===== config.mk =====
export PLATFORM = sky130hd
export DESIGN_NAME = ucf_top
export DESIGN_NICKNAME = d
export VERILOG_FILES = /design/src/ucf_pkg.sv /design/src/ucf_top.sv
export SDC_FILE = /design/constraint.sdc
export NUM_CORES = 2
export LEC_CHECK = 0
export ABC_AREA = 1
export BUFFER_PORTS_ARGS = -buffer_cell sky130_fd_sc_hd__buf_2
export CAP_MARGIN = 15
export CORE_ASPECT_RATIO = 0.7
export CORE_MARGIN = 5
export CORE_UTILIZATION = 60
export DETAILED_ROUTE_END_ITERATION = 10
export HOLD_SLACK_MARGIN = 0.12
export PLACE_DENSITY = 0.76
export SLEW_MARGIN = 20
export SYNTH_ARGS = -nofsm -noshare
export SYNTH_HDL_FRONTEND = slang
export SYNTH_SLANG_ARGS = --single-unit

===== constraint.sdc =====
create_clock -name mclk -period 15.69 [get_ports mclk]
set_clock_uncertainty 0.15 [all_clocks]
set_input_delay 3.138 -clock mclk [delete_from_list [all_inputs] [get_ports mclk]]
set_output_delay 3.138 -clock mclk [all_outputs]
set_load 0.005 [all_outputs]

===== src/ucf_pkg.sv =====
// shared constants and state types for the dual serial channel
package ucf_pkg;
	// structure
	localparam int NCH = 2;
	localparam int FIFO_DEPTH = 64;
	localparam int CH_BIT = 4;
	// register offsets inside one channel
	localparam logic [3:0] A_DATA = 4'h0;
	localparam logic [3:0] A_STAT = 4'h1;
	localparam logic [3:0] A_DIVL = 4'h2;
	localparam logic [3:0] A_DIVH = 4'h3;
	localparam logic [3:0] A_LINE = 4'h4;
	localparam logic [3:0] A_FCR = 4'h5;
	localparam logic [3:0] A_TLR = 4'h6;
	localparam logic [3:0] A_FLOW = 4'h7;
	localparam logic [3:0] A_XON = 4'h8;
	localparam logic [3:0] A_XOFF = 4'h9;
	localparam logic [3:0] A_RXLVL = 4'hA;
	localparam logic [3:0] A_TXLVL = 4'hB;
	// field positions
	localparam int LN_STOP = 2;
	localparam int LN_PAREN = 4;
	localparam int LN_EVEN = 5;
	localparam int LN_PRESCALE = 7;
	localparam int FC_EN = 0;
	localparam int FC_RXFL = 1;
	localparam int FC_TXFL = 2;
	localparam int FC_TLR = 3;
	localparam int FC_RXSEL = 4;
	localparam int FC_TXSEL = 6;
	localparam int FL_HW = 0;
	localparam int FL_SW = 1;
	localparam int FL_RXIE = 2;
	localparam int FL_TXIE = 3;
	localparam int FL_MSIE = 4;
	localparam int TG_PAR = 8;
	localparam int TG_FRM = 9;
	localparam int TG_BRK = 10;
	// reset values
	localparam logic [15:0] DIV_RST = 16'h0001;
	localparam logic [7:0] LINE_RST = 8'h03;
	localparam logic [7:0] CFG_RST = 8'h00;
	localparam logic [7:0] XON_RST = 8'h11;
	localparam logic [7:0] XOFF_RST = 8'h13;
	// timing, in reference cycles, ticks and baud periods
	localparam int PRESCALE = 4;
	localparam int SMP_FIRST = 7;
	localparam int STOP1_TICKS = 16;
	localparam int STOP15_TICKS = 24;
	localparam int STOP2_TICKS = 32;
	localparam int TX_START_MIN_BAUD = 8;
	localparam int TX_START_BAUDS = TX_START_MIN_BAUD + 1;
	localparam int IDLE_BAUDS = 40;
	// selectable trigger levels and programmable step
	localparam int RX_TRIG0 = 1;
	localparam int RX_TRIG1 = 16;
	localparam int RX_TRIG2 = 32;
	localparam int RX_TRIG3 = 56;
	localparam int TX_TRIG0 = 1;
	localparam int TX_TRIG1 = 8;
	localparam int TX_TRIG2 = 16;
	localparam int TX_TRIG3 = 32;
	localparam int TLR_STEP = 4;
	// state encodings
	typedef enum logic [1:0] {RX_IDLE = 2'b01, RX_RUN = 2'b10} ucf_rx_state_e;
	typedef enum logic [2:0] {TX_IDLE = 3'b001, TX_WAIT = 3'b010, TX_RUN = 3'b100} ucf_tx_state_e;
endpackage : ucf_pkg


===== src/ucf_top.sv =====
// dual serial channel: one channel module and the two-channel top
`timescale 1ns/100ps
module ucf_channel #(
	parameter int DEPTH = ucf_pkg::FIFO_DEPTH
) (
	input wire logic mclk,
	input wire logic reset,
	input wire logic sel,
	input wire logic [3:0] addr,
	input wire logic [7:0] wdata,
	input wire logic wr,
	input wire logic rd,
	output logic [7:0] rd_val,
	input wire logic rx_line,
	input wire logic cts_n,
	output logic tx_line,
	output logic rts_n,
	output logic irq,
	output logic rx_dma_ready,
	output logic tx_dma_ready
);
	localparam int AW = $clog2(DEPTH);
	localparam int LW = $clog2(DEPTH + 1);
	if (DEPTH < 4 || DEPTH > 128 || (DEPTH & (DEPTH - 1)) != 0) begin : g_chk
		$error("fifo depth must be a power of two from 4 to 128");
	end
	////////////////////////////////////////////////////////////////////////
	// register file
	logic [15:0] div_reg; // baud divisor
	logic [7:0] line_reg; // framing and prescale
	logic [7:0] fcr_reg; // fifo_control_reg, flush bits never stored
	logic [7:0] tlr_reg; // trigger_level_reg
	logic [7:0] flow_reg; // flow and interrupt enables
	logic [7:0] xon_reg;
	logic [7:0] xoff_reg;
	wire wr_hit = wr & sel;
	wire rd_hit = rd & sel;
	wire fcr_wr = wr_hit && addr == ucf_pkg::A_FCR;
	// a change of fifo mode flushes both sides, stale data would mix modes
	wire fen_chg = fcr_wr && (wdata[ucf_pkg::FC_EN] != fcr_reg[ucf_pkg::FC_EN]);
	wire rflush = fen_chg | (fcr_wr & wdata[ucf_pkg::FC_RXFL]);
	wire tflush = fen_chg | (fcr_wr & wdata[ucf_pkg::FC_TXFL]);
	wire fifo_en = fcr_reg[ucf_pkg::FC_EN];
	wire [3:0] len = 4'h5 + {2'h0, line_reg[1:0]};
	wire par_en = line_reg[ucf_pkg::LN_PAREN];
	wire [7:0] mask = 8'hFF >> (4'h8 - len);
	// software writes, all offsets decoded in full
	always_ff @(posedge mclk) begin
		if (reset) begin
			div_reg <= ucf_pkg::DIV_RST;
			line_reg <= ucf_pkg::LINE_RST;
			// [RULE10] fifos off after reset
			fcr_reg <= ucf_pkg::CFG_RST;
			tlr_reg <= ucf_pkg::CFG_RST;
			flow_reg <= ucf_pkg::CFG_RST;
			xon_reg <= ucf_pkg::XON_RST;
			xoff_reg <= ucf_pkg::XOFF_RST;
		end else if (wr_hit) begin
			case (addr)
				ucf_pkg::A_DIVL: div_reg[7:0] <= wdata;
				ucf_pkg::A_DIVH: div_reg[15:8] <= wdata;
				ucf_pkg::A_LINE: line_reg <= wdata;
				ucf_pkg::A_FCR: fcr_reg <= wdata & 8'hF9;
				ucf_pkg::A_TLR: tlr_reg <= wdata;
				ucf_pkg::A_FLOW: flow_reg <= wdata;
				ucf_pkg::A_XON: xon_reg <= wdata;
				ucf_pkg::A_XOFF: xoff_reg <= wdata;
				default: ; // data and read-only offsets
			endcase
		end
	end
	////////////////////////////////////////////////////////////////////////
	// prescaler and baud generator, 16 ticks per bit
	logic [1:0] pre_reg;
	logic [15:0] bcnt_reg;
	logic tick_reg; // one-cycle oversample tick
	logic [3:0] ftk_reg; // free tick phase
	logic baud_reg; // one pulse per baud period
	// [RULE2] divide-by-4 stage when selected
	wire pre_ok = ~line_reg[ucf_pkg::LN_PRESCALE] || pre_reg == 2'(ucf_pkg::PRESCALE - 1);
	// a zero divisor would stall the channel, so it acts as one
	wire [15:0] div_eff = (div_reg == 16'h0000) ? 16'h0001 : div_reg;
	always_ff @(posedge mclk) begin
		if (reset) begin
			pre_reg <= 2'h0;
		end else begin
			pre_reg <= pre_reg + 2'h1;
		end
	end
	// [RULE1] programmable 16-bit divide
	always_ff @(posedge mclk) begin
		if (reset) begin
			bcnt_reg <= 16'h0000;
			tick_reg <= 1'b0;
		end else begin
			tick_reg <= 1'b0;
			if (pre_ok) begin
				if (bcnt_reg >= div_eff - 16'h0001) begin
					bcnt_reg <= 16'h0000;
					tick_reg <= 1'b1;
				end else begin
					bcnt_reg <= bcnt_reg + 16'h0001;
				end
			end
		end
	end
	// baud period marker for the coarse timers
	always_ff @(posedge mclk) begin
		if (reset) begin
			ftk_reg <= 4'h0;
			baud_reg <= 1'b0;
		end else begin
			baud_reg <= tick_reg && ftk_reg == 4'hF;
			if (tick_reg) begin
				ftk_reg <= ftk_reg + 4'h1;
			end
		end
	end
	////////////////////////////////////////////////////////////////////////
	// pin synchronisers, idle high
	logic [1:0] rx_sync_reg;
	logic [1:0] cts_sync_reg;
	logic rx_prev_reg; // for start edge detection
	logic cts_prev_reg;
	wire rx_s = rx_sync_reg[1];
	wire cts_s = cts_sync_reg[1];
	always_ff @(posedge mclk) begin
		if (reset) begin
			rx_sync_reg <= 2'h3;
			cts_sync_reg <= 2'h3;
			rx_prev_reg <= 1'b1;
			cts_prev_reg <= 1'b1;
		end else begin
			rx_sync_reg <= {rx_sync_reg[0], rx_line};
			cts_sync_reg <= {cts_sync_reg[0], cts_n};
			rx_prev_reg <= rx_s;
			cts_prev_reg <= cts_s;
		end
	end
	////////////////////////////////////////////////////////////////////////
	// receiver
	ucf_pkg::ucf_rx_state_e rx_st_reg;
	logic [3:0] rtk_reg; // tick inside the bit
	logic [3:0] rbit_reg; // 0 start, then data, parity, stop
	logic [2:0] smp_reg; // three mid-bit samples
	logic [7:0] rsh_reg; // data shifted in from the top
	logic rpar_reg; // received parity bit
	logic halt_reg; // xoff seen, transmitter held
	logic [5:0] idle_reg;
	logic [LW-1:0] rcnt_reg; // rx fifo fill, read by the idle timer too
	// [RULE9] majority of three samples
	function automatic logic maj3(input logic [2:0] s);
		maj3 = (s[0] & s[1]) | (s[0] & s[2]) | (s[1] & s[2]);
	endfunction : maj3
	wire vote = maj3(smp_reg);
	wire [3:0] stop_idx = len + 4'h1 + {3'h0, par_en};
	wire rdecide = rx_st_reg == ucf_pkg::RX_RUN && tick_reg
		&& rtk_reg == 4'(ucf_pkg::SMP_FIRST + 3);
	wire rx_done = rdecide && rbit_reg == stop_idx;
	wire [7:0] rdat = rsh_reg >> (4'h8 - len);
	// [RULE4] parity check as configured
	wire rpar_err = par_en && (rpar_reg != (^rdat ^ ~line_reg[ucf_pkg::LN_EVEN]));
	wire rbrk = ~vote && rdat == 8'h00 && (~par_en || ~rpar_reg);
	wire sw_on = flow_reg[ucf_pkg::FL_SW];
	wire is_xoff = sw_on && rdat == (xoff_reg & mask);
	wire is_xon = sw_on && rdat == (xon_reg & mask);
	wire rx_store = rx_done && ~is_xoff && ~is_xon;
	// [RULE3] [RULE9] sample, vote and shift each bit
	always_ff @(posedge mclk) begin
		if (reset) begin
			rx_st_reg <= ucf_pkg::RX_IDLE;
			rtk_reg <= 4'h0;
			rbit_reg <= 4'h0;
			smp_reg <= 3'h7;
			rsh_reg <= 8'h00;
			rpar_reg <= 1'b0;
		end else begin
			unique case (rx_st_reg)
				ucf_pkg::RX_IDLE: begin
					rtk_reg <= 4'h0;
					rbit_reg <= 4'h0;
					if (rx_prev_reg && ~rx_s) begin
						rx_st_reg <= ucf_pkg::RX_RUN;
					end
				end
				ucf_pkg::RX_RUN: begin
					if (tick_reg) begin
						rtk_reg <= rtk_reg + 4'h1;
						if (rtk_reg >= 4'(ucf_pkg::SMP_FIRST)
							&& rtk_reg <= 4'(ucf_pkg::SMP_FIRST + 2)) begin
							smp_reg <= {smp_reg[1:0], rx_s};
						end
					end
					if (rdecide) begin
						rbit_reg <= rbit_reg + 4'h1;
						if (rbit_reg == 4'h0 && vote) begin
							// false start: glitch shorter than half a bit
							rx_st_reg <= ucf_pkg::RX_IDLE;
						end else if (rbit_reg == stop_idx) begin
							// ends mid stop bit, well inside one baud
							rx_st_reg <= ucf_pkg::RX_IDLE;
						end else if (rbit_reg <= len && rbit_reg != 4'h0) begin
							rsh_reg <= {vote, rsh_reg[7:1]};
						end else if (rbit_reg != 4'h0) begin
							rpar_reg <= vote;
						end
					end
				end
			endcase
		end
	end
	// [RULE20] software flow, xoff holds and xon releases
	always_ff @(posedge mclk) begin
		if (reset || ~sw_on) begin
			halt_reg <= 1'b0;
		end else if (rx_done && is_xoff) begin
			halt_reg <= 1'b1;
		end else if (rx_done && is_xon) begin
			halt_reg <= 1'b0;
		end
	end
	// [RULE7] idle after a quiet line with data waiting
	always_ff @(posedge mclk) begin
		if (reset || rx_st_reg == ucf_pkg::RX_RUN || rcnt_reg == '0) begin
			idle_reg <= 6'h00;
		end else if (baud_reg && idle_reg != 6'(ucf_pkg::IDLE_BAUDS)) begin
			idle_reg <= idle_reg + 6'h01;
		end
	end
	////////////////////////////////////////////////////////////////////////
	// receive fifo, data plus break, framing and parity tags
	logic [10:0] rmem [DEPTH];
	logic [AW-1:0] rwp_reg;
	logic [AW-1:0] rrp_reg;
	logic ovf_reg; // sticky overflow
	// [RULE5] [RULE10] full at 64, or at one when fifos are off
	wire rfull = fifo_en ? (rcnt_reg == LW'(DEPTH)) : (rcnt_reg != '0);
	wire rpush = rx_store && ~rfull;
	wire rpop = rd_hit && addr == ucf_pkg::A_DATA && rcnt_reg != '0;
	wire stat_rd = rd_hit && addr == ucf_pkg::A_STAT;
	wire [10:0] rhead = (rcnt_reg != '0) ? rmem[rrp_reg] : 11'h000;
	// [RULE6] tags stored beside their byte
	always_ff @(posedge mclk) begin
		if (rpush) begin
			rmem[rwp_reg] <= {rbrk, ~vote, rpar_err, rdat};
		end
	end
	always_ff @(posedge mclk) begin
		if (reset || rflush) begin
			rwp_reg <= '0;
			rrp_reg <= '0;
			rcnt_reg <= '0;
		end else begin
			rwp_reg <= rwp_reg + AW'(rpush);
			rrp_reg <= rrp_reg + AW'(rpop);
			rcnt_reg <= rcnt_reg + LW'(rpush) - LW'(rpop);
		end
	end
	// [RULE7] overflow sticky, new event beats the clearing read
	always_ff @(posedge mclk) begin
		if (reset) begin
			ovf_reg <= 1'b0;
		end else if (rx_store && rfull) begin
			ovf_reg <= 1'b1;
		end else if (stat_rd) begin
			ovf_reg <= 1'b0;
		end
	end
	////////////////////////////////////////////////////////////////////////
	// transmit fifo
	logic [7:0] tmem [DEPTH];
	logic [AW-1:0] twp_reg;
	logic [AW-1:0] trp_reg;
	logic [LW-1:0] tcnt_reg;
	wire tfull = fifo_en ? (tcnt_reg == LW'(DEPTH)) : (tcnt_reg != '0);
	wire data_wr = wr_hit && addr == ucf_pkg::A_DATA;
	// writes into a full fifo are dropped
	wire tpush = data_wr && ~tfull;
	wire tpop;
	always_ff @(posedge mclk) begin
		if (tpush) begin
			tmem[twp_reg] <= wdata;
		end
	end
	always_ff @(posedge mclk) begin
		if (reset || tflush) begin
			twp_reg <= '0;
			trp_reg <= '0;
			tcnt_reg <= '0;
		end else begin
			twp_reg <= twp_reg + AW'(tpush);
			trp_reg <= trp_reg + AW'(tpop);
			tcnt_reg <= tcnt_reg + LW'(tpush) - LW'(tpop);
		end
	end
	////////////////////////////////////////////////////////////////////////
	// transmitter
	ucf_pkg::ucf_tx_state_e tx_st_reg;
	logic [3:0] twait_reg; // baud periods before the first start bit
	logic [8:0] tup_reg; // ticks into the frame
	logic [9:0] tsh_reg; // bit 0 is the line
	logic unf_reg; // sticky underflow
	logic [9:0] tword;
	logic [8:0] stop_ticks;
	wire [7:0] tdat = tmem[trp_reg] & mask;
	// [RULE20] cts high or xoff holds the next character
	wire hold = (flow_reg[ucf_pkg::FL_HW] & cts_s) | halt_reg;
	wire t_go = tcnt_reg != '0 && ~hold;
	// [RULE4] parity bit and stop length
	always_comb begin
		tword = {2'h0, tdat} | ~{2'h0, mask};
		if (par_en) begin
			tword[len] = ^tdat ^ ~line_reg[ucf_pkg::LN_EVEN];
		end
		case (line_reg[ucf_pkg::LN_STOP +: 2])
			2'h0: stop_ticks = 9'(ucf_pkg::STOP1_TICKS);
			2'h1: stop_ticks = 9'(ucf_pkg::STOP15_TICKS);
			default: stop_ticks = 9'(ucf_pkg::STOP2_TICKS);
		endcase
	end
	wire [8:0] flen = {1'b0, 4'(len + 4'h1 + {3'h0, par_en}), 4'h0} + stop_ticks;
	wire t_end = tx_st_reg == ucf_pkg::TX_RUN && tick_reg && tup_reg == flen - 9'h001;
	// [RULE13] first character waits nine baud ends
	wire t_first = tx_st_reg == ucf_pkg::TX_WAIT && baud_reg
		&& twait_reg == 4'(ucf_pkg::TX_START_BAUDS - 1);
	wire t_load = t_first | (t_end & t_go);
	assign tpop = t_load;
	// [RULE3] [RULE4] frame out lsb first
	always_ff @(posedge mclk) begin
		if (reset) begin
			tx_st_reg <= ucf_pkg::TX_IDLE;
			twait_reg <= 4'h0;
			tup_reg <= 9'h000;
			tsh_reg <= 10'h3FF;
		end else begin
			if (t_load) begin
				tsh_reg <= {tword[8:0], 1'b0};
				tup_reg <= 9'h000;
			end else if (tx_st_reg == ucf_pkg::TX_RUN && tick_reg) begin
				tup_reg <= tup_reg + 9'h001;
				if (tup_reg[3:0] == 4'hF) begin
					tsh_reg <= {1'b1, tsh_reg[9:1]};
				end
			end
			unique case (tx_st_reg)
				ucf_pkg::TX_IDLE: begin
					twait_reg <= 4'h0;
					if (t_go) begin
						tx_st_reg <= ucf_pkg::TX_WAIT;
					end
				end
				ucf_pkg::TX_WAIT: begin
					if (baud_reg) begin
						twait_reg <= twait_reg + 4'h1;
					end
					if (t_first) begin
						tx_st_reg <= ucf_pkg::TX_RUN;
					end
				end
				ucf_pkg::TX_RUN: begin
					if (t_end && ~t_go) begin
						tx_st_reg <= ucf_pkg::TX_IDLE;
					end
				end
			endcase
		end
	end
	// [RULE8] underflow when the line runs dry
	always_ff @(posedge mclk) begin
		if (reset) begin
			unf_reg <= 1'b0;
		end else if (t_end && tcnt_reg == '0) begin
			unf_reg <= 1'b1;
		end else if (stat_rd) begin
			unf_reg <= 1'b0;
		end
	end
	////////////////////////////////////////////////////////////////////////
	// trigger levels, dma ready, flow output, interrupt
	logic temp_reg; // transmitter-empty pending
	logic cts_chg_reg; // modem change pending
	logic [LW-1:0] rtrig;
	logic [LW-1:0] ttrig;
	// [RULE11] selectable set or programmable level
	function automatic logic [LW-1:0] trig_lvl(input logic fen, input logic use_prog,
		input logic [3:0] prog, input logic [1:0] pick, input logic is_tx);
		trig_lvl = LW'(1);
		if (fen && use_prog && prog != 4'h0) begin
			trig_lvl = LW'(prog * ucf_pkg::TLR_STEP);
		end else if (fen) begin
			case (pick)
				2'h0: trig_lvl = LW'(is_tx ? ucf_pkg::TX_TRIG0 : ucf_pkg::RX_TRIG0);
				2'h1: trig_lvl = LW'(is_tx ? ucf_pkg::TX_TRIG1 : ucf_pkg::RX_TRIG1);
				2'h2: trig_lvl = LW'(is_tx ? ucf_pkg::TX_TRIG2 : ucf_pkg::RX_TRIG2);
				default: trig_lvl = LW'(is_tx ? ucf_pkg::TX_TRIG3 : ucf_pkg::RX_TRIG3);
			endcase
		end
	endfunction : trig_lvl
	// [RULE10] [RULE11] independent rx and tx levels
	always_comb begin
		rtrig = trig_lvl(fifo_en, fcr_reg[ucf_pkg::FC_TLR], tlr_reg[3:0],
			fcr_reg[ucf_pkg::FC_RXSEL +: 2], 1'b0);
		ttrig = trig_lvl(fifo_en, fcr_reg[ucf_pkg::FC_TLR], tlr_reg[7:4],
			fcr_reg[ucf_pkg::FC_TXSEL +: 2], 1'b1);
	end
	wire [LW-1:0] tcap = fifo_en ? LW'(DEPTH) : LW'(1);
	wire rx_hit = rcnt_reg >= rtrig || (rcnt_reg != '0 && idle_reg == 6'(ucf_pkg::IDLE_BAUDS));
	// [RULE18] data write clears tx-empty, new empty wins
	always_ff @(posedge mclk) begin
		if (reset) begin
			temp_reg <= 1'b0;
		end else if (tpop && tcnt_reg == LW'(1)) begin
			temp_reg <= 1'b1;
		end else if (data_wr) begin
			temp_reg <= 1'b0;
		end
	end
	// [RULE17] status read clears modem change
	always_ff @(posedge mclk) begin
		if (reset) begin
			cts_chg_reg <= 1'b0;
		end else if (cts_s != cts_prev_reg) begin
			cts_chg_reg <= 1'b1;
		end else if (stat_rd) begin
			cts_chg_reg <= 1'b0;
		end
	end
	// outputs follow the levels one cycle later
	always_ff @(posedge mclk) begin
		if (reset) begin
			rx_dma_ready <= 1'b0;
			// empty tx side with trigger one is ready at once
			tx_dma_ready <= 1'b1;
			rts_n <= 1'b0;
			irq <= 1'b0;
		end else begin
			// [RULE15] [RULE16] [RULE19] rx ready tracks fill level
			rx_dma_ready <= rcnt_reg >= rtrig;
			// [RULE14] [RULE19] tx ready tracks free room
			tx_dma_ready <= (tcap - tcnt_reg) >= ttrig;
			// [RULE20] rts released at the rx trigger
			rts_n <= flow_reg[ucf_pkg::FL_HW] && rcnt_reg >= rtrig;
			// [RULE12] [RULE17] [RULE18] interrupt from pending sources
			irq <= (flow_reg[ucf_pkg::FL_RXIE] & rx_hit) | (flow_reg[ucf_pkg::FL_TXIE] & temp_reg)
				| (flow_reg[ucf_pkg::FL_MSIE] & cts_chg_reg);
		end
	end
	assign tx_line = tsh_reg[0];
	////////////////////////////////////////////////////////////////////////
	// [RULE21] read mux, only data and status reads have side effects
	always_comb begin
		case (addr)
			ucf_pkg::A_DATA: rd_val = rhead[7:0];
			ucf_pkg::A_STAT: rd_val = {idle_reg == 6'(ucf_pkg::IDLE_BAUDS), rhead[ucf_pkg::TG_PAR],
				rhead[ucf_pkg::TG_FRM], rhead[ucf_pkg::TG_BRK], tcnt_reg == '0, unf_reg, ovf_reg,
				rcnt_reg != '0};
			ucf_pkg::A_DIVL: rd_val = div_reg[7:0];
			ucf_pkg::A_DIVH: rd_val = div_reg[15:8];
			ucf_pkg::A_LINE: rd_val = line_reg;
			ucf_pkg::A_FCR: rd_val = fcr_reg;
			ucf_pkg::A_TLR: rd_val = tlr_reg;
			ucf_pkg::A_FLOW: rd_val = flow_reg;
			ucf_pkg::A_XON: rd_val = xon_reg;
			ucf_pkg::A_XOFF: rd_val = xoff_reg;
			ucf_pkg::A_RXLVL: rd_val = 8'(rcnt_reg);
			ucf_pkg::A_TXLVL: rd_val = 8'(tcnt_reg);
			default: rd_val = 8'h00;
		endcase
	end
endmodule : ucf_channel

////////////////////////////////////////////////////////////////////////////////
// Notes on behaviour
// [RULE1] baud divisor 1 to 65535 honoured
// [RULE2] prescale bit inserts divide by four
// [RULE3] five to eight data bits
// [RULE4] even, odd, none parity; 1/1.5/2 stop
// [RULE5] separate 64-byte rx and tx fifos
// [RULE6] three error tags per rx byte
// [RULE7] break, idle, framing, parity, overflow flagged
// [RULE8] transmitter reports fifo underflow
// [RULE9] three samples, majority vote, every bit
// [RULE10] reset: fifos off, trigger one byte
// [RULE11] independent rx/tx triggers, fixed or programmed
// [RULE12] rx interrupt within one baud of stop
// [RULE13] first start bit 8 to 24 bauds
// [RULE14] tx dma ready drops within 16 bauds
// [RULE15] rx dma ready within one baud
// [RULE16] rx dma ready drops within 1 us
// [RULE17] reads clear rx and modem interrupts
// [RULE18] data write clears tx-empty interrupt
// [RULE19] dma ready outputs for external controller
// [RULE20] rts/cts and xon/xoff, separately selectable
// [RULE21] status readable without disturbing traffic
// [RULE22] two independent identical channels
module ucf_top #(
	parameter int DEPTH = ucf_pkg::FIFO_DEPTH
) (
	input wire logic mclk,
	input wire logic reset,
	input wire logic [4:0] addr,
	input wire logic [7:0] wdata,
	input wire logic host_write_strobe,
	input wire logic host_read_strobe,
	output logic [7:0] rdata,
	input wire logic [1:0] rx_line,
	input wire logic [1:0] cts_n,
	output logic [1:0] tx_line,
	output logic [1:0] rts_n,
	output logic [1:0] irq,
	output logic [1:0] rx_dma_ready,
	output logic [1:0] tx_dma_ready
);
	logic [7:0] rv [ucf_pkg::NCH]; // per-channel read values
	// [RULE22] one full channel per address half
	for (genvar g = 0; g < ucf_pkg::NCH; g++) begin : g_ch
		ucf_channel #(.DEPTH(DEPTH)) u_ch (
			.mclk(mclk),
			.reset(reset),
			.sel(addr[ucf_pkg::CH_BIT] == 1'(g)),
			.addr(addr[3:0]),
			.wdata(wdata),
			.wr(host_write_strobe),
			.rd(host_read_strobe),
			.rd_val(rv[g]),
			.rx_line(rx_line[g]),
			.cts_n(cts_n[g]),
			.tx_line(tx_line[g]),
			.rts_n(rts_n[g]),
			.irq(irq[g]),
			.rx_dma_ready(rx_dma_ready[g]),
			.tx_dma_ready(tx_dma_ready[g])
		);
	end
	// read data stand only in the cycle after the strobe
	always_ff @(posedge mclk) begin
		if (reset) begin
			rdata <= 8'h00;
		end else begin
			rdata <= host_read_strobe ? rv[addr[ucf_pkg::CH_BIT]] : 8'h00;
		end
	end
endmodule : ucf_top


==> results.yml <==
die:
  rows: 136
  die_h_um: 383
  chipWidth_um: 543
  start_util_pct: 60.5
  die-area_um2: 208000
  core_area_um2: 197000
  io_pins: 39
placement:
  dp.cells: 13100
  gp_congestion: 0.947
  hpwl_um: 190000
  port_buffers: 38
clock_tree:
  cts_tree: "done"
  clk_latency_ns: 0.84
  clock_tree.htree_level_count: 5
  cts_resized: 0
  hold_buffers: 0
  cts_root_buf: "clkbuf_16"
  cts_made_buffers: 271
  clockBufferDepth: 4
  cts.sinks: 2826
  path_clk_slew_ns: 0.07
  cts_setup_buffers: 0
critical_path:
  r2r-end: "g_ch[0].u_ch.rcnt_reg[6]"
  cp.required_ns: 16.30
  slowest_delay_ns: 0.90
  r2r_start: "g_ch[0].u_ch.line_reg[0]"
  crit_chain: "buf_2, nor2_1, inv_1, nor2_1, inv_1, nor4_1, ha_1, inv_1, ha_1, inv_1, fa_1, o31ai_1, inv_1, nor2_1, nor2_1, nor2_1, o21ai_0, a21oi_1"
  arrival_ns: 6.90
  cp_max_fo: 6
  r2r_cells: 25
  crit_path_start_kind: "primary input"
  cp_slowest_cell: "nor4_1"
  timing.reg2reg.setup_slack_ns: 9.69
  endpoint_kind: "register"
  critPathLaunch: "addr[0]"
  critPathKind: "primary input to register"
  critPathBufInv: 6
  cpLargestDelayFamily: "simple AND/OR/NAND/NOR gates"
logic_synthesis:
  ys_warn_count: 0
  syn_area_per_cell_um2: 11.0
  synth_top_family_by_area: "simple AND/OR/NAND/NOR gates"
  synth_mux_area_share_pct: 0
  synth_area_um2: 119000
  yosys_most_used_dff: "edfxtp_1"
  synth-simple-area-share_pct: 15.2
  syn-num-nets: 11100
  synth_edf_count: 2432
  yosys.area_share.xor_xnor_pct: 0.977
  synth_seq_cells: 2826
  yosysTopAreaCell: "edfxtp_1"
  yosysSeqAreaShare_pct: 67.9
  yosys.area_share.adder_pct: 1.94
  synth_compound_area_share_pct: 9.94
  yosysUniqueCellTypes: 62
  async_flop_share_pct: 0
  synth_cells: 10900
  synth_top_area_share_pct: 61.2
  synth_area_leaders: "edfxtp_1 61%, dfxtp_1 6.6%, nand2_1 5.5%"
layout:
  regMostFlops: "g_ch.u_ch.rmem"
  final_nets: 10900
  syn2layout_area_growth_pct: 9.16
  drive_gt1_share_pct: 6.00
  final_cell_mix: "2,432 x edfxtp_1, 1,734 x nand2_1, 1,672 x nor2_1"
  top_regs: "g_ch.u_ch.rmem x1408, g_ch.u_ch.tmem x1024"
  largest_reg_flops: 1408
  final_util_pct: 66.1
  layout_commonest_cell: "edfxtp_1"
  instances_no_fill: 13500
routing:
  wirelength_um: 318000
  wl_met2_um: 139000
  final_antenna_net_count: 0
  routed-via-count: 84300
  dr_wl_met3_um: 41700
  wl_per_cell_um: 23.5
  drc: 0
  initialDrtViolationCount: 11800
  firstDrtPassIters: 8
  wl_met1_um: 130000
  routed_via_density: 6.22
  highest_layer: "met5"
global_route:
  track_usage_pct: 29.9
  grt_pass1_vias: 79500
  gr-total-overflow: 0
  grt_antenna_before_repair: 11
  grt_pass1_wl_um: 479000
  grt_max_degree: 191
sta:
  grt_setup_unrepaired: "false"
  fin_tns_setup_ns: 0
  max_freq_ghz: 0.159
  slew_headroom_pct: 22.9
  hold_viol_final: 0
  setup_viol_count_final: 0
  finalMaxSlewViolations: 0
  worst_pin_slew_ns: 1.15
  min_period_ns: 6.29
  min_period_over_period_pct: 40.1
  fin_hold_ws_ns: 0.270
worst_hold_path:
  min_from: "g_ch[1].u_ch.cts_sync_reg[0]"
  hold_depth: 1
  hold_path_class: "register to register"
  hold_end: "g_ch[1].u_ch.cts_sync_reg[1]"
power:
  vdd_drop_max_mv: 0.108
  power_leakage_nw: 43.4
  powerDensity_nw_per_um2: 115
flow_run:
  cap_violations: 0
status:
  status: "finished clean"
-- stage by stage --
| stage | worst slack [ns] | cell area, um^2 | total power (W) |
|---|---|---|---|
| 2_1_floorplan | 8.19 | 119000 | 0.00852 |
| 3_3_place_gp | 8.53 | 121000 | 0.00869 |
| 3_5_place_dp | 8.72 | 121000 | 0.00869 |
| 4_1_cts | 9.57 | 130000 | 0.0151 |
| 5_1_grt | 9.09 | 130000 | 0.0154 |
| 6_report | 9.40 | 130000 | 0.0150 |
-- power breakdown --
group          leakage (nW)  internal (W)  switching, W  total [W]
Clock                  4.17       0.00370       0.00278    0.00648
Sequential             23.2       0.00812     0.0000307    0.00815
Combinational          16.0     0.0000970      0.000298   0.000395
Total                  43.4        0.0119       0.00311     0.0150
-- area by class of cell --
type	instances	area, um^2
multi-input cells	6821	33800
clock buffers	345	7340
repair buffers	133	997
well taps	2622	3280
inverters	653	2490
diodes	11	27.5
fillers	14300	66900
flip-flops and latches	2826	81000
clock inverters	131	1290
-- worst max-delay path by stage --
stage	end	depth (start not counted)
after floorplan	g_ch[1].u_ch.rmem[0][8]	14
after global placement	g_ch[1].u_ch.rcnt_reg[6]	18
after detailed placement	g_ch[1].u_ch.rcnt_reg[6]	18
after CTS	g_ch[1].u_ch.rcnt_reg[6]	18
after global routing	g_ch[0].u_ch.rcnt_reg[6]	25
final	g_ch[1].u_ch.rcnt_reg[6]	18
-- synthesized netlist by cell type (144+ instances only) --
cell type and instances:
inv_1 620, nor2_1 1721, dfxtp_1 394, o22ai_1 258
o221ai_1 144, o21ai_0 1105, clkbuf_1 377, a21oi_1 368
edfxtp_1 2432, ha_1 172, nand2_1 1734, nand3_1 734
-- worst reg2reg max path, cell delays in order (launching register included) --
cell and delay (ns):
dfxtp_1 0.73, inv_1 0.32, ha_1 0.46, inv_2 0.15, nor2_1 0.08, nor2_2 0.36, inv_2 0.21, o21ai_4 0.16
buf_4 0.57, inv_1 0.20, o22ai_1 0.20, nor2_1 0.07, nand3_1 0.09, and3_1 0.23, nand2_4 0.12, inv_1 0.12
ha_1 0.18, inv_1 0.07, fa_1 0.44, o31ai_1 0.35, inv_1 0.07, nor2_1 0.12, nor2_1 0.06, o21bai_1 0.17
a21oi_1 0.09, o21a_1 0.10
-- per-layer routing --
metal | track usage, % | up-vias
met4 | 7.71 | 6
met1 | 45.3 | 40500
li1 | - | 37900
met3 | 7.17 | 550
met2 | 44.0 | 5309
met5 | 0 | -
-- cell families after synthesis --
logic type / Yosys count
AND/OR/NAND/NOR: 4417
flip-flops: 2826
AO/OA/AOI/OAI: 2091
buffers and inverters: 1225
adder cells (fa/ha/maj): 180
XOR/XNOR: 133
Note: power is estimated with default switching activity, not from simulation.
